### config.mk
export PLATFORM = sky130hd
export DESIGN_NAME = fpdk_top
export DESIGN_NICKNAME = d
export VERILOG_FILES = /design/src/hw/fpdk_mem.v /design/src/hw/fpdk_top.v
export VERILOG_INCLUDE_DIRS = /design/src /design/src/hw
export SDC_FILE = /design/constraint.sdc
export NUM_CORES = 1
export LEC_CHECK = 0
export ABC_AREA = 1
export BUFFER_PORTS_ARGS = -buffer_cell sky130_fd_sc_hd__buf_2
export CORE_ASPECT_RATIO = 2
export CORE_MARGIN = 2
export CORE_UTILIZATION = 60
export CTS_CLUSTER_SIZE = 24
export DETAILED_ROUTE_END_ITERATION = 8
export GPL_TIMING_DRIVEN = 0
export PLACE_DENSITY = 0.8
export REMOVE_ABC_BUFFERS = 1
export SYNTH_ARGS = -nofsm -noshare
export SYNTH_HDL_FRONTEND = slang
export SYNTH_SLANG_ARGS = --single-unit
### constraint.sdc
create_clock -name clk -period 9.1 [get_ports clk]
set_clock_uncertainty 0.2 [all_clocks]
set_input_delay 1.82 -clock clk [delete_from_list [all_inputs] [get_ports clk]]
set_output_delay 1.82 -clock clk [all_outputs]
set_load 0.005 [all_outputs]
### src/hw/fpdk_map.vh
`ifndef FPDK_MAP_VH
`define FPDK_MAP_VH
// Register offsets on the plain register port (word index = byte address).
`define FPDK_ADDR_DISP_LO   4'h0
`define FPDK_ADDR_DISP_HI   4'h1
`define FPDK_ADDR_CTRL      4'h2
`define FPDK_ADDR_LED       4'h3
`define FPDK_ADDR_KEY       4'h4
`define FPDK_ADDR_IRQ_STAT  4'h5
`define FPDK_ADDR_IRQ_EN    4'h6
`define FPDK_ADDR_IRQ_CLR   4'h7
`define FPDK_ADDR_BLANK     4'h8
// Geometry.
`define FPDK_NUM_CHARS      8
`define FPDK_DP_CHAR        1
`define FPDK_NUM_LEDS       10
// Key status field positions.
`define FPDK_KEY_VALID_BIT  4
`define FPDK_KEY_STOP_BIT   5
// Interrupt status bits.
`define FPDK_IRQ_KEY_BIT    0
`define FPDK_IRQ_STOP_BIT   1
// Reset values.
`define FPDK_RST_DATA       16'h0000
`define FPDK_RST_BLANK      8'hff
// Last count of the scan divider; each position is shown this long plus one.
`define FPDK_SCAN_LAST      10'h3ff
// Timing: contact settling time and clock rate.
`define FPDK_SETTLE_US      5000
`define FPDK_CLK_MHZ        20
`define FPDK_SETTLE_CYC     (`FPDK_SETTLE_US * `FPDK_CLK_MHZ)
`endif

### src/hw/fpdk_mem.v
`timescale 1ns/1ns
`default_nettype none
// Eight-entry by four-bit storage of display characters, registered read.
module fpdk_mem (
   input  wire       clk,
   input  wire       we,
   input  wire [2:0] waddr,
   input  wire [3:0] wdata,
   input  wire [2:0] raddr,
   output reg  [3:0] rdata
);
   reg [3:0] mem [0:7];

   // Write and registered read; contents hold until rewritten.
   always @(posedge clk) begin
      if (we) begin
         mem[waddr] <= wdata;
      end
      rdata <= mem[raddr];
   end
endmodule
`default_nettype wire

### src/hw/fpdk_top.v
`timescale 1ns/1ns
`default_nettype none
`include "fpdk_map.vh"
module fpdk_top #(
   parameter SETTLE_CYC = `FPDK_SETTLE_CYC
) (
   input  wire        clk,
   input  wire        nrst,
   input  wire [3:0]  addr,
   input  wire [15:0] wdata,
   input  wire        wr,
   input  wire        rd,
   output reg  [15:0] rdata,
   output reg  [6:0]  seg_n,
   output reg  [6:0]  seg_oe,
   output reg         dp_oe,
   output reg  [7:0]  digit_sel,
   output reg  [9:0]  led_oe,
   input  wire [3:0]  key_data_n,
   input  wire        key_ctrl_n,
   input  wire        stop_sw_n,
   output reg         irq
);
   // Reset synchroniser.
   // Assertion stays asynchronous, release waits for two clock edges.
   reg rst_s1_r;
   reg rst_n_r;
   always @(posedge clk or negedge nrst) begin
      if (!nrst) begin
         rst_s1_r <= 1'b0;
         rst_n_r  <= 1'b0;
      end else begin
         rst_s1_r <= 1'b1;
         rst_n_r  <= rst_s1_r;
      end
   end

   // Hex to seven segment, segment a in bit 0, one means lit.
   // Codes above nine show the letters A to F.
   function [6:0] fpdk_hex7;
      input [3:0] v;
      begin
         case (v)
            4'h0: fpdk_hex7 = 7'h3f;
            4'h1: fpdk_hex7 = 7'h06;
            4'h2: fpdk_hex7 = 7'h5b;
            4'h3: fpdk_hex7 = 7'h4f;
            4'h4: fpdk_hex7 = 7'h66;
            4'h5: fpdk_hex7 = 7'h6d;
            4'h6: fpdk_hex7 = 7'h7d;
            4'h7: fpdk_hex7 = 7'h07;
            4'h8: fpdk_hex7 = 7'h7f;
            4'h9: fpdk_hex7 = 7'h6f;
            4'ha: fpdk_hex7 = 7'h77;
            4'hb: fpdk_hex7 = 7'h7c;
            4'hc: fpdk_hex7 = 7'h39;
            4'hd: fpdk_hex7 = 7'h5e;
            4'he: fpdk_hex7 = 7'h79;
            default: fpdk_hex7 = 7'h71;
         endcase
      end
   endfunction

   // Software-visible registers.
   reg [31:0] latch_r;
   reg [7:0]  strobe_r;
   reg [7:0]  blank_r;
   reg        dp_r;
   reg [9:0]  led_r;
   reg [1:0]  irq_stat_r;
   reg [1:0]  irq_en_r;

   // Write decode for one register offset; shared by every register.
   function fpdk_wr_hit;
      input       w;
      input [3:0] a;
      input [3:0] target;
      begin
         fpdk_wr_hit = w && (a == target);
      end
   endfunction

   // Write hits per register; unmapped or read-only offsets hit nothing.
   wire       wr_lo  = fpdk_wr_hit(wr, addr, `FPDK_ADDR_DISP_LO);
   wire       wr_hi  = fpdk_wr_hit(wr, addr, `FPDK_ADDR_DISP_HI);
   wire       wr_ct  = fpdk_wr_hit(wr, addr, `FPDK_ADDR_CTRL);
   wire       wr_led = fpdk_wr_hit(wr, addr, `FPDK_ADDR_LED);
   wire       wr_en  = fpdk_wr_hit(wr, addr, `FPDK_ADDR_IRQ_EN);
   wire       wr_bl  = fpdk_wr_hit(wr, addr, `FPDK_ADDR_BLANK);

   // Pending positions, walked by the transfer index into storage.
   reg [2:0]  xfer_idx_r;
   reg [7:0]  xfer_pend_r;

   // Input synchronisers: three stages, change accepted on agreement.
   // The whole vector must agree, so key data and control move together.
   reg [5:0] in_s1_r;
   reg [5:0] in_s2_r;
   reg [5:0] in_s3_r;
   reg [5:0] in_clean_r;
   always @(posedge clk or negedge rst_n_r) begin
      if (!rst_n_r) begin
         in_s1_r    <= 6'h3f;
         in_s2_r    <= 6'h3f;
         in_s3_r    <= 6'h3f;
         in_clean_r <= 6'h3f;
      end else begin
         in_s1_r <= {stop_sw_n, key_ctrl_n, key_data_n};
         in_s2_r <= in_s1_r;
         in_s3_r <= in_s2_r;
         if (in_s2_r == in_s3_r) begin
            in_clean_r <= in_s3_r;
         end
      end
   end

   // Settle filter: key must be stable for the contact settling time.
   // A release or a data change restarts the count; held data stay readable.
   reg [20:0] settle_cnt_r;
   reg [4:0]  key_prev_r;
   reg        key_valid_r;
   reg [3:0]  key_val_r;
   reg        stop_r;
   wire [4:0] key_now = in_clean_r[4:0];
   always @(posedge clk or negedge rst_n_r) begin
      if (!rst_n_r) begin
         settle_cnt_r <= 21'h00_0000;
         key_prev_r   <= 5'h1f;
         key_valid_r  <= 1'b0;
         key_val_r    <= 4'h0;
         stop_r       <= 1'b0;
      end else begin
         key_prev_r <= key_now;
         stop_r     <= ~in_clean_r[5];
         if (key_now != key_prev_r || key_now[4]) begin
            settle_cnt_r <= 21'h00_0000;
            if (key_now[4]) begin
               key_valid_r <= 1'b0;
            end
         end else if (settle_cnt_r < SETTLE_CYC[20:0]) begin
            settle_cnt_r <= settle_cnt_r + 21'h00_0001;
         end else begin
            key_valid_r <= 1'b1;
            key_val_r   <= ~key_now[3:0];
         end
      end
   end

   // Interrupt events: new valid key, stop switch change.
   // Both detectors reset to the idle level, so reset makes no event.
   reg key_valid_d_r;
   reg stop_d_r;
   wire ev_key  = key_valid_r & ~key_valid_d_r;
   wire ev_stop = stop_r ^ stop_d_r;
   wire clr_wr  = fpdk_wr_hit(wr, addr, `FPDK_ADDR_IRQ_CLR);

   // Register writes and sticky status, set wins over clear.
   // Writes to read-only or unmapped offsets fall through untouched.
   always @(posedge clk or negedge rst_n_r) begin
      if (!rst_n_r) begin
         latch_r       <= 32'h0000_0000;
         strobe_r      <= 8'h00;
         blank_r       <= `FPDK_RST_BLANK;
         dp_r          <= 1'b0;
         led_r         <= 10'h000;
         irq_stat_r    <= 2'h0;
         irq_en_r      <= 2'h0;
         key_valid_d_r <= 1'b0;
         stop_d_r      <= 1'b0;
      end else begin
         key_valid_d_r <= key_valid_r;
         stop_d_r      <= stop_r;
         strobe_r      <= 8'h00;
         if (wr_lo) begin
            latch_r[15:0] <= wdata;
         end
         if (wr_hi) begin
            latch_r[31:16] <= wdata;
         end
         if (wr_ct) begin
            strobe_r <= wdata[7:0];
            dp_r     <= wdata[8];
         end
         if (wr_bl) begin
            blank_r <= wdata[7:0];
         end
         if (wr_led) begin
            led_r <= wdata[9:0];
         end
         if (wr_en) begin
            irq_en_r <= wdata[1:0];
         end
         irq_stat_r <= (irq_stat_r & ~({2{clr_wr}} & wdata[1:0]))
                       | {ev_stop, ev_key};
      end
   end

   // Strobe transfer walks pending positions one at a time into storage.
   // A strobe that meets a busy walk merges into the pending set.
   reg        mem_we;
   reg [2:0]  scan_r;
   wire [3:0] mem_q;
   wire [7:0] pend_nxt = xfer_pend_r | strobe_r;
   always @(posedge clk or negedge rst_n_r) begin
      if (!rst_n_r) begin
         xfer_pend_r <= 8'h00;
         xfer_idx_r  <= 3'h0;
      end else begin
         xfer_idx_r  <= xfer_idx_r + 3'h1;
         xfer_pend_r <= pend_nxt & ~(8'h01 << xfer_idx_r);
      end
   end
   always @* begin
      mem_we = pend_nxt[xfer_idx_r];
   end

   // Storage has no reset; the blank register hides it until software writes the blank register.
   fpdk_mem u_mem (
      .clk   (clk),
      .we    (mem_we),
      .waddr (xfer_idx_r),
      .wdata (latch_r[xfer_idx_r*4 +: 4]),
      .raddr (scan_r),
      .rdata (mem_q)
   );

   // Display scan: one position per step, digit select follows two cycles later.
   // Storage read data lag the scan index by one cycle; shown_r keeps the
   // select in step with them, so no digit shows on its neighbour.
   reg [9:0] scan_div_r;
   reg [2:0] shown_r;
   always @(posedge clk or negedge rst_n_r) begin
      if (!rst_n_r) begin
         scan_div_r <= 10'h000;
         scan_r     <= 3'h0;
         shown_r    <= 3'h0;
         seg_n      <= 7'h00;
         seg_oe     <= 7'h00;
         dp_oe      <= 1'b0;
         digit_sel  <= 8'h00;
         led_oe     <= 10'h000;
         irq        <= 1'b0;
      end else begin
         scan_div_r <= scan_div_r + 10'h001;
         if (scan_div_r == `FPDK_SCAN_LAST) begin
            scan_r <= scan_r + 3'h1;
         end
         shown_r <= scan_r;
         seg_n   <= 7'h00;
         if (blank_r[shown_r]) begin
            seg_oe <= 7'h00;
            dp_oe  <= 1'b0;
         end else begin
            seg_oe <= fpdk_hex7(mem_q);
            dp_oe  <= dp_r && (shown_r == `FPDK_DP_CHAR);
         end
         digit_sel <= 8'h01 << shown_r;
         led_oe    <= led_r;
         irq       <= |(irq_stat_r & irq_en_r);
      end
   end

   // Read data one cycle after the read strobe.
   // Unmapped reads and idle cycles return zero.
   always @(posedge clk or negedge rst_n_r) begin
      if (!rst_n_r) begin
         rdata <= `FPDK_RST_DATA;
      end else if (rd) begin
         case (addr)
            `FPDK_ADDR_DISP_LO:  rdata <= latch_r[15:0];
            `FPDK_ADDR_DISP_HI:  rdata <= latch_r[31:16];
            `FPDK_ADDR_CTRL:     rdata <= {7'h00, dp_r, 8'h00};
            `FPDK_ADDR_LED:      rdata <= {6'h00, led_r};
            `FPDK_ADDR_KEY:      rdata <= {10'h000, stop_r, key_valid_r,
                                           key_val_r};
            `FPDK_ADDR_IRQ_STAT: rdata <= {14'h0000, irq_stat_r};
            `FPDK_ADDR_IRQ_EN:   rdata <= {14'h0000, irq_en_r};
            `FPDK_ADDR_BLANK:    rdata <= {8'h00, blank_r};
            default:             rdata <= 16'h0000;
         endcase
      end else begin
         rdata <= 16'h0000;
      end
   end
endmodule
`default_nettype wire

Word-level counts from Yosys, hierarchy flattened
Memory sizes are Yosys's and may differ from the RTL's. A register that Yosys moved wholly into a read port is not among the register bits. Index checks and enable logic that the tools add are counted. Widths: inputs -> output; s select.

Output and inout port bits: 50. Bits in writable memories: 32. Memories: 2. Register bits: 193. Bits of input ports: 30. Bits in read-only memories: 112.

Reduce and logical (&&, ||, !) cells: 14. Multiplexer cells: 16. Shift-type cells: 3. Add/sub/neg operators: 4. Equality and inequality tests: 14. Bitwise operators: 15. Order comparisons: 3.

Memory list: (name not given) (words 16, width 7, read ports 1, clocked after Yosys merged registers in 0, wr ports 0, line fpdk_top.v:43) `case (v)`; u_mem.mem (words 8, width 4, read ports 1, clocked after Yosys merged registers in 1, wr ports 1, line fpdk_mem.v:12) `reg [3:0] mem [0:7];`.

Operators by type and width (count): $pmux 16 s8 (1); $mux 21 (2); $shiftx 32x6->4 (1); $add 21x1->21 const B (1); $lt 21x17->1 const B (1); $eq 4x3->1 const B (4); $mux 16 (1); $shl 1x3->8 const A (2); $add 10x1->10 const B (1); $eq 10x10->1 const B (1); $and 8x8->8 (1); $eq 4x2->1 const B (2); $logic_and 1x1->1 (8); $lt 3x4->1 const B (2); $mux 1 (8); $mux 8 (1); $not 8->8 (1); $or 8x8->8 (1); $mux 7 (1); $add 3x1->3 const B (2); $and 2x2->2 (3); $bmux 1 s3 (2); $eq 6x6->1 (1); $ne 5x5->1 (1); 15 further kinds (20).

Depth between registers and ports, before layout
Gate-level depths: netlist (run 1).

Depth after elaboration: 6. Gate-level depth with buffers: 11. Mapped depth without buffers: 10.

By module
A second synthesis (run 1) with hierarchy kept.

Cell total of the unflattened synthesis: 1082. Area total of the unflattened synthesis: 9993.3 sq um.

By module, submodules not included: fpdk_top (instances 1, cells each 922, area an instance 8425.6 sq um); fpdk_mem (instances 1, cells each 160, area an instance 1567.8 sq um).

Worst setup path before layout (run 1)
Ideal clock, no wire load.

Path kind: input port to flip-flop. Start point: input port addr[2]. End point: register latch_r[21]. Setup slack: 6.222 ns. Setup time: 0.127 ns. Data arrival time: 2.551 ns. Cell stages on the path: 9. Cells stage by stage: inv_1 > nand2_1 > inv_1 > nand2_1 > inv_2 > nand2_2 > buf_2 > nand2_1 > o21ai_0.

Cells in the longest elaborated chain, start to end: 2.

RTL lines: start: declaration (line fpdk_top.v:9) `input wire [3:0] addr,`; $eq 4x1->1 (line fpdk_top.v:79) `fpdk_wr_hit = w && (a == target);`; $logic_and 1x1->1 (line fpdk_top.v:79); end signal: assignment (line fpdk_top.v:178) `latch_r[31:16] <= wdata;`; end: declaration (line fpdk_top.v:65) `reg [31:0] latch_r;`.

Every way passes these cells. A chain may end at the register's enable or synchronous reset.

Final worst setup path (run 1)
Start point: input port addr[1]. End point: register latch_r[0].

Cells in the longest elaborated chain, start to end: 2.

RTL lines: $logic_not 4->1 (line fpdk_top.v:79); $logic_and 1x1->1 (line fpdk_top.v:79); end signal: assignment (line fpdk_top.v:175) `latch_r[15:0] <= wdata;`.

Every way passes these cells.

==> results of run 1 <==
[cell usage after synthesis, types with 7 or more instances]
cell type / n / area (um2)
dfstp_2: 37 / 972
a22oi_1: 9 / 67.6
xnor2_1: 8 / 70.1
inv_2: 7 / 26.3
dfrtp_1: 156 / 3900
or2_2: 7 / 43.8
buf_4: 9 / 67.6
nand3_1: 39 / 195
o21ai_0: 54 / 270
clkbuf_1: 9 / 33.8
buf_2: 12 / 60.1
inv_1: 110 / 413
nand2_1: 224 / 841
o32ai_1: 8 / 70.1
xor2_1: 11 / 96.3
o21ai_1: 45 / 225
nor2_1: 95 / 357
o22ai_1: 8 / 50.1
ha_1: 15 / 188
a21oi_1: 36 / 180
nand4_1: 8 / 50.1
edfxtp_1: 32 / 961
[power groups by stage]
stage | clock network, W | logic, W | registers, W
2_1_floorplan | 0 | 0.000143 | 0.00125
5_1_grt | 0.000969 | 0.000262 | 0.00125
4_1_cts | 0.000932 | 0.000231 | 0.00124
6_report | 0.000920 | 0.000230 | 0.00124
3_3_place_gp | 0 | 0.000208 | 0.00127
3_5_place_dp | 0 | 0.000229 | 0.00126
[registers in the layout (all words and copies together), names as in the netlist, 6 cells and up]
register / cells
latch_r: 32
u_mem.mem: 32
settle_cnt_r: 21
rdata: 16
led_oe: 10
led_r: 10
scan_div_r: 10
blank_r: 8
digit_sel: 8
strobe_r: 8
xfer_pend_r: 8
seg_oe: 7
in_clean_r: 6
in_s1_r: 6
in_s2_r: 6
in_s3_r: 6
[through the flow]
step           power, W  area, um2  std cells
2_1_floorplan   0.00139       9390        957
3_3_place_gp    0.00147      10000       1230
3_5_place_dp    0.00149      10100       1232
4_1_cts         0.00240      10800       1268
5_1_grt         0.00248      10800       1268
6_report        0.00239      10800       1268
[how the worst max path moves through the flow]
stage          slack [ps]           end    start  depth (start not counted)
2_1_floorplan        3190  digit_sel[0]  rst_n_r                          0
3_3_place_gp         1220      rdata[9]  rst_n_r                          0
3_5_place_dp         4490    latch_r[0]  addr[1]                          6
4_1_cts              4980    latch_r[0]  addr[1]                          6
5_1_grt              4800    latch_r[0]  addr[1]                          6
6_report             4900    latch_r[0]  addr[1]                          6
[routing by layer]
| layer | global-route usage | share of wire |
|---|---|---|
| met4 | 0.174 | 0.076 |
| met2 | 0.479 | 0.56 |
| met1 | 0.245 | 0.32 |
| met5 | 0 | 0 |
| met3 | 0.0281 | 0.041 |
[area by class of cell]
| type | count | area [um2] |
|---|---|---|
| flip-flops and latches | 229 | 5920 |
| clock inverters | 11 | 154 |
| inverters | 120 | 450 |
| well taps | 201 | 251 |
| fillers | 1219 | 4910 |
| multi-input cells | 608 | 3020 |
| clock buffers | 25 | 571 |
| repair buffers | 74 | 415 |
[logic make-up (layout without fill, tap and decap cells)]
logic type | after synthesis | count (layout) | share of synthesized area
adders and majority gates | 15 | 15 | 0.0196
DFF | 229 | 229 | 0.619
xor gates and xnor gates | 19 | 19 | 0.0174
AOI/OAI and AO/OA | 174 | 174 | 0.103
and+or+nand+nor | 391 | 391 | 0.172
other | 2 | 8 | 0.000786
muxes | 1 | 1 | 0.00118
buffers and inverters | 153 | 230 | 0.0669
==> impl_metrics.env, run 1 <==
export IMPL_syn_area_um2=9550
export IMPL_power_frac_clock=0.385
export IMPL_p_leak_nw=5.08
export IMPL_worstHoldStart="rst_s1_r"
export IMPL_cts_repair_resized=0
export IMPL_required_ps=9280
export IMPL_path_clk_slew_ps=70
export IMPL_fin_util=0.687
export IMPL_crit_path_cell_trace="buf_2 -> nor2_4 -> inv_1 -> nor2_1 -> nand2_1 -> o21ai_0"
export IMPL_cap_violations=0
export IMPL_fmax_mhz=238
export IMPL_antenna_found_initial=0
export IMPL_swShare=0.245
export IMPL_grt_total_usage=0.253
export IMPL_crit_buf_inv=2
export IMPL_postCtsSetupBuffers=0
export IMPL_p_per_area_nw_per_um2=222
export IMPL_whs_endpoint="rst_n_r"
export IMPL_hold_buffers=0
export IMPL_internal_power_w=0.00181
export IMPL_globalplace_congestion=0.911
export IMPL_whs_ps=149
export IMPL_synth_edf_count=32
export IMPL_io_buffers=72
export IMPL_rsz0062_at_grt="no"
export IMPL_worstRegToRegCells=5
export IMPL_area_growth_pct=12.9
export IMPL_worst_slew_pin_transition_ps=1110
export IMPL_slew_violations=0
export IMPL_synth_seq_cells=229
export IMPL_postLayoutSetupSlackWorst_ps=4900
export IMPL_clk_latency_ps=490
export IMPL_synth_cells=984
export IMPL_synth_cell_type_count=43
export IMPL_relSlewSlack=0.255
export IMPL_ir_worst_vdd_mv=0.205
export IMPL_nets=1098
export IMPL_grt_max_degree=70
export IMPL_dieArea_um2=17000
export IMPL_dr_pass1_iters=5
export IMPL_tns_ps=0
export IMPL_final_hold_viol_count=0
export IMPL_synth_main_ff_cell="dfrtp_1"
export IMPL_endpoint_kind="register"
export IMPL_cts_sinks=229
export IMPL_viasPerCell=5.48
export IMPL_grt_pass1_wl_um=33600
export IMPL_mostFrequentLayoutCells="224 x nand2_1, 155 x dfrtp_1, 110 x inv_1, 95 x nor2_1, 72 x buf_2"
export IMPL_cp_max_fo=32
export IMPL_drtIter0Drc=505
export IMPL_final_period_utilization=0.461
export IMPL_hold_class="register to register"
export IMPL_core_area_um2=15700
export IMPL_final_layout_size_suffix_gt1_frac=0.164
export IMPL_cts_buffers_inserted=20
export IMPL_yosys_warnings=0
export IMPL_worstSetupPathType="primary input to register"
export IMPL_drc_errors=0
export IMPL_start_util=0.609
export IMPL_critPathMaxStageDelay_ps=970
export IMPL_synth_avg_cell_area_um2=9.71
export IMPL_wl_um=20800
export IMPL_fin_crit_ps=4200
export IMPL_ios=80
export IMPL_synth_async_reset_ratio=0.843
export IMPL_vias=6949
export IMPL_seqPwrFrac=0.519
export IMPL_grt_pass1_vias=7168
export IMPL_dp_slack_ps=4490
export IMPL_die_w_um=93.2
export IMPL_finalSetupViolations=0
export IMPL_ys_seq_area_frac=0.619
export IMPL_wl_per_cell_um=16.4
export IMPL_clock_root_buffer="clkbuf_16"
export IMPL_cts_tree="yes"
export IMPL_hpwl_um=14900
export IMPL_cts_buffer_depth=3
export IMPL_critical_path_arrival_ps=4380
export IMPL_reg2reg_to="u_mem.mem[4][1]"
export IMPL_htree_levels=1
export IMPL_r2r_slack_ps=6770
export IMPL_r2r_start="xfer_idx_r[2]"
export IMPL_cp_slowest_cell="nand2_1"
export IMPL_cp_top_family="simple AND/OR/NAND/NOR gates"
export IMPL_num_antenna_cells=0
export IMPL_p_comb_frac=0.096
export IMPL_die_h_um=182
export IMPL_outcome="completed"
export IMPL_row_count=65
export IMPL_overflow=0
export IMPL_startpoint_type="primary input"
export IMPL_hold_depth=0
export IMPL_switchingPower_w=0.000585
export IMPL_final_common_cell="nand2_1"
export IMPL_antenna_left=0
Power figures use the tool's default switching activity.
==> inputs of run 2 (changes only) <==
ABC_AREA = 0   (was 1)
CORE_UTILIZATION = 54   (was 60)
PLACE_DENSITY = 0.76   (was 0.8)
clock period = 3.5 ns   (was 9.1 ns; I/O delays follow)
==> impl_metrics.env, run 2 <==
export IMPL_drc_errors=0
export IMPL_hold_buffers=1
export IMPL_hold_depth=1
export IMPL_die_h_um=191
export IMPL_worst_slew_pin_transition_ps=1250
export IMPL_worstRegToRegCells=5
export IMPL_yosys_top_cells_count="156 x dfrtp_1, 62 x mux2_2, 52 x nor2_1, 37 x dfstp_2, 34 x nand2_1"
export IMPL_design_area_um2=10600
export IMPL_die_w_um=97.3
export IMPL_multiInputGateArea_um2=3230
export IMPL_grt_max_degree=74
export IMPL_nets=807
export IMPL_grt_pass1_wl_um=32700
export IMPL_synth_edf_count=32
export IMPL_p_leak_nw=4.58
export IMPL_worstSetupPathType="register to register"
export IMPL_r2r_start="in_clean_r[1]"
export IMPL_cp_top_family="simple AND/OR/NAND/NOR gates"
export IMPL_cts_buffers_inserted=20
export IMPL_start_util=0.547
export IMPL_overflow=0
export IMPL_cap_violations=0
export IMPL_clock_root_buffer="clkbuf_16"
export IMPL_final_cells=986
export IMPL_num_antenna_cells=0
export IMPL_outcome="completed"
export IMPL_totalPowerFinal_w=0.00619
export IMPL_grt_total_usage=0.221
export IMPL_viasPerCell=5.89
export IMPL_reg2reg_to="key_val_r[2]"
export IMPL_placed_cells=948
export IMPL_crit_path_cell_trace="inv_1 -> a222oi_1 -> nand4b_1 -> nand2b_1 -> o21ai_0"
export IMPL_cts_tree="yes"
export IMPL_fin_crit_ps=2910
export IMPL_hold_class="primary input to register"
export IMPL_post_dp_cell_area_um2=9910
export IMPL_path_clk_slew_ps=70
export IMPL_synth_top_area_cell="dfrtp_1"
export IMPL_final_layout_size_suffix_gt1_frac=0.309
export IMPL_wl_per_cell_um=20.5
export IMPL_core_area_um2=17200
export IMPL_synth_cells=697
export IMPL_fill_cells=1298
export IMPL_hpwl_um=14300
export IMPL_wl_um=20200
export IMPL_yosys_warnings=0
export IMPL_cts_repair_resized=0
export IMPL_synth_area_leaders="dfrtp_1 42%, dfstp_2 10%, edfxtp_1 10%"
export IMPL_synth_main_ff_cell="dfrtp_1"
export IMPL_cp_slowest_cell="nand4b_1"
export IMPL_cts_buffer_depth=3
export IMPL_ios=80
export IMPL_fmax_mhz=344
export IMPL_dr_pass1_iters=7
export IMPL_reg_top3="latch_r x32, u_mem.mem x32, settle_cnt_r x21"
export IMPL_synth_top_cell_area_share=0.415
export IMPL_critical_path_arrival_ps=3110
export IMPL_ir_worst_vdd_mv=0.491
export IMPL_whs_endpoint="in_s1_r[1]"
export IMPL_htree_levels=1
export IMPL_cts_sinks=229
export IMPL_row_count=68
export IMPL_synth_seq_cells=229
export IMPL_synth_avg_cell_area_um2=13.5
export IMPL_synth_async_reset_ratio=0.843
export IMPL_endpoint_kind="register"
export IMPL_fin_util=0.619
export IMPL_finalSetupViolations=0
export IMPL_worstHoldStart="key_data_n[1]"
export IMPL_grt_pass1_vias=6301
export IMPL_r2r_slack_ps=590
export IMPL_final_period_utilization=0.831
export IMPL_vias=5805
export IMPL_globalplace_congestion=0.897
export IMPL_relSlewSlack=0.159
export IMPL_cp_max_fo=26
export IMPL_clk_latency_ps=500
export IMPL_io_buffers=72
export IMPL_p_per_area_nw_per_um2=583
export IMPL_slew_violations=0
export IMPL_yosysMostFrequentCell="dfrtp_1"
export IMPL_final_hold_viol_count=0
export IMPL_required_ps=3700
export IMPL_ys_seq_area_frac=0.629
export IMPL_synth_cell_type_count=56
export IMPL_crit_buf_inv=1
export IMPL_rsz0062_at_grt="no"
export IMPL_dieArea_um2=18600
export IMPL_startpoint_type="register"
export IMPL_postCtsSetupBuffers=0
export IMPL_antenna_found_initial=0
export IMPL_syn_area_um2=9400
export IMPL_regArea_um2=5920
export IMPL_area_growth_pct=13.1
export IMPL_drtIter0Drc=354
export IMPL_final_common_cell="dfrtp_1"
export IMPL_antenna_left=0
export IMPL_mostFrequentLayoutCells="155 x dfrtp_1, 72 x buf_2, 62 x mux2_2, 52 x nor2_1, 37 x dfstp_2"
export IMPL_critPathMaxStageDelay_ps=930
## run 2: changes by cell type in the layout (fill, tap and decap cells not counted), sizes merged, moves of 11 or more
| cell | delta |
|---|---|
| mux2 | +61 |
| nand2 | -189 |
| a21oi | -12 |
| inv | -96 |
| and3 | +11 |
| nor4 | +12 |
| xnor2 | +18 |
| mux4 | +14 |
| nor2 | -49 |
| nand3 | -25 |
| o21ai | -79 |
## run 2: kinds of logic (layout without fill, tap and decap cells)
| kind of cell | Yosys count | count (layout) | synth area share |
|---|---|---|---|
| simple gates | 175 | 175 | 0.100 |
| xor+xnor | 32 | 32 | 0.0298 |
| flops | 229 | 229 | 0.629 |
| compound gates | 100 | 100 | 0.0742 |
| fa+ha+maj | 15 | 15 | 0.0200 |
| mux | 84 | 84 | 0.116 |
| buf+inv | 60 | 133 | 0.0293 |
| other cells | 2 | 8 | 0.000799 |
## run 2: routing by layer
metal,share of wire,global-route usage,up-vias
met3,0.035,0.0279,49
li1,-,-,2611
met2,0.60,0.452,172
met1,0.33,0.216,2973
met4,0.038,0.0924,0
met5,0,0,-
## run 2: stage by stage
stage	hold WS [ps]	setup slack, ps	setup TNS [ps]
final	111	591	0
after global routing	101	341	0
after CTS	97.5	513	0
after detailed placement	147	259	0
after global placement	137	-4100	-705150
after floorplan	131	-2410	-404380
## run 2: power by group
part	total, W	internal, W	switching [W]	leakage (nW)
sequential	0.00327	0.00305	0.000223	2.74
clock	0.00234	0.00141	0.000939	0.350
combinational	0.000578	0.000275	0.000302	1.49
## run 2: how the worst max path moves through the flow
| stage | start | endpoint | slack (ps) | cells past startpoint |
|---|---|---|---|---|
| 2_1_floorplan | rst_n_r | digit_sel[0] | -2410 | 0 |
| 3_3_place_gp | rst_n_r | latch_r[18] | -4100 | 0 |
| 3_5_place_dp | addr[1] | latch_r[3] | 260 | 4 |
| 4_1_cts | in_clean_r[1] | key_val_r[2] | 510 | 5 |
| 5_1_grt | in_clean_r[1] | key_val_r[2] | 340 | 5 |
| 6_report | in_clean_r[1] | key_val_r[2] | 590 | 5 |
## run 2: cell type report
cell class	count	area share
Sequential cell	229	0.557
Multi-Input combinational cell	414	0.304
Clock buffer	29	0.0560
Timing Repair Buffer	76	0.0405
Tap cell	210	0.0247
Clock inverter	7	0.0104
Inverter	21	0.00741
==> inputs of run 3 (changes only) <==
clock period = 2.55 ns   (was 3.5 ns; I/O delays follow)
==> impl_metrics.env, run 3 (same netlist as run 2, synthesis figures left out) <==
export IMPL_totalPowerFinal_w=0.00865
export IMPL_globalplace_congestion=0.897
export IMPL_switchingPower_w=0.00210
export IMPL_final_common_cell="dfrtp_1"
export IMPL_reg_top3="latch_r x32, u_mem.mem x32, settle_cnt_r x21"
export IMPL_grt_max_degree=74
export IMPL_postLayoutSetupSlackWorst_ps=126
export IMPL_hold_class="primary input to register"
export IMPL_cp_slowest_cell="nor4_1"
export IMPL_dp_slack_ps=-501
export IMPL_finalSetupViolations=0
export IMPL_p_per_area_nw_per_um2=803
export IMPL_wl_per_cell_um=20.8
export IMPL_grt_pass1_vias=6346
export IMPL_cap_violations=0
export IMPL_fmax_mhz=413
export IMPL_antenna_found_initial=0
export IMPL_fin_util=0.627
export IMPL_slew_violations=0
export IMPL_swShare=0.243
export IMPL_vias=5878
export IMPL_ir_worst_vdd_mv=0.678
export IMPL_worstSetupPathType="register to register"
export IMPL_worst_slew_pin_transition_ps=1140
export IMPL_internal_power_w=0.00655
export IMPL_start_util=0.547
export IMPL_num_antenna_cells=0
export IMPL_dr_pass1_iters=7
export IMPL_final_layout_size_suffix_gt1_frac=0.320
export IMPL_final_hold_viol_count=0
export IMPL_cts_tree="yes"
export IMPL_dieArea_um2=18600
export IMPL_cts_buffer_depth=3
export IMPL_whs_ps=59.2
export IMPL_nets=818
export IMPL_endpoint_kind="register"
export IMPL_cts_buffers_inserted=20
export IMPL_cts_sinks=229
export IMPL_clk_latency_ps=500
export IMPL_grt_pass1_wl_um=33300
export IMPL_clock_root_buffer="clkbuf_16"
export IMPL_path_clk_slew_ps=70
export IMPL_seqPwrFrac=0.519
export IMPL_crit_path_cell_trace="inv_1 -> nor4_1"
export IMPL_p_comb_frac=0.107
export IMPL_ios=80
export IMPL_relSlewSlack=0.234
export IMPL_antenna_left=0
export IMPL_critPathMaxStageDelay_ps=870
export IMPL_area_growth_pct=14.6
export IMPL_htree_levels=1
export IMPL_critical_path_arrival_ps=2350
export IMPL_p_leak_nw=4.63
export IMPL_drtIter0Drc=358
export IMPL_final_period_utilization=0.950
export IMPL_io_buffers=72
export IMPL_hpwl_um=14300
export IMPL_rsz0062_at_grt="no"
export IMPL_placed_cells=948
export IMPL_die_w_um=97.3
export IMPL_outcome="completed"
export IMPL_overflow=0
export IMPL_cp_max_fo=20
export IMPL_viasPerCell=5.90
export IMPL_grt_total_usage=0.226
export IMPL_startpoint_type="register"
export IMPL_required_ps=2480
export IMPL_power_frac_clock=0.374
export IMPL_row_count=68
export IMPL_final_cells=997
export IMPL_fin_crit_ps=2420
export IMPL_core_area_um2=17200
export IMPL_mostFrequentLayoutCells="153 x dfrtp_1, 72 x buf_2, 62 x mux2_2, 52 x nor2_1, 37 x dfstp_2"
export IMPL_wl_um=20700
export IMPL_die_h_um=191
export IMPL_drc_errors=0
[run 3: cell count changes in the layout (fill, tap and decap cells not counted), moves of 2 or more]
cell,delta
dfrtp_2,+2
dfrtp_1,-2
nor4_2,+6
nor4_1,-6
buf_4,+5
dlygate4sd3_1,+6
[run 3: power by group through the flow]
stage                     combinational, W  sequential (W)  clock (W)
after CTS                         0.000911         0.00449    0.00329
after floorplan                   0.000484         0.00447          0
after detailed placement          0.000795         0.00455          0
final                             0.000922         0.00449    0.00323
after global placement            0.000702         0.00456          0
after global routing               0.00100         0.00453    0.00342
[run 3: layer usage]
| metal | share of wire | up-vias | global-route usage |
|---|---|---|---|
| met5 | 0 | - | 0 |
| met4 | 0.036 | 0 | 0.0860 |
| met3 | 0.035 | 52 | 0.0279 |
| met2 | 0.60 | 166 | 0.466 |
| met1 | 0.33 | 3030 | 0.221 |
| li1 | - | 2630 | - |
[run 3: critical path: cells and delay by family, from the launching register on]
family | cells | cell delay (ps)
simple gates | 1 | 870
flops | 1 | 630
buf+inv | 1 | 350
[run 3: cell type report]
type / count / area [um2]
clock buffer: 29 / 596
clock inverter: 7 / 110
fill: 1284 / 6410
inverter: 21 / 78.8
multi-input combinational: 415 / 3280
sequential: 229 / 5920
tap: 210 / 263
timing repair buffer: 86 / 523
[run 3: per-stage QoR]
stage          TNS [ps]  instance area [um2]
2_1_floorplan   -585830                 9230
4_1_cts           -2970                10700
6_report              0                10800
3_5_place_dp     -17530                 9910
5_1_grt               0                10800
3_3_place_gp    -901230                 9850
[run 3: final timing paths]
path | from | end | slack [ps] | cells after the start
setup / recovery | xfer_idx_r[2] | u_mem.mem[4][2] | 130 | 2
hold / removal | wdata[12] | latch_r[12] | 60 | 2
setup reg to reg | xfer_idx_r[2] | u_mem.mem[4][2] | 130 | 2
hold reg to reg | in_s1_r[2] | in_s2_r[2] | 160 | 0
max in group asynchronous | rst_n_r | in_s1_r[1] | 720 | 2
min in group asynchronous | nrst | rst_s1_r | 120 | 2
[run 3: what timing repair did]
item                       in CTS  in global routing
gates cloned                    1                  0
pin swaps                       1                  2
gates resized for setup         2                  7
hold buffers                    7                  0
setup endpoints to repair      48                 67
hold endpoints to repair        8                  0
buffers inserted                3                  2
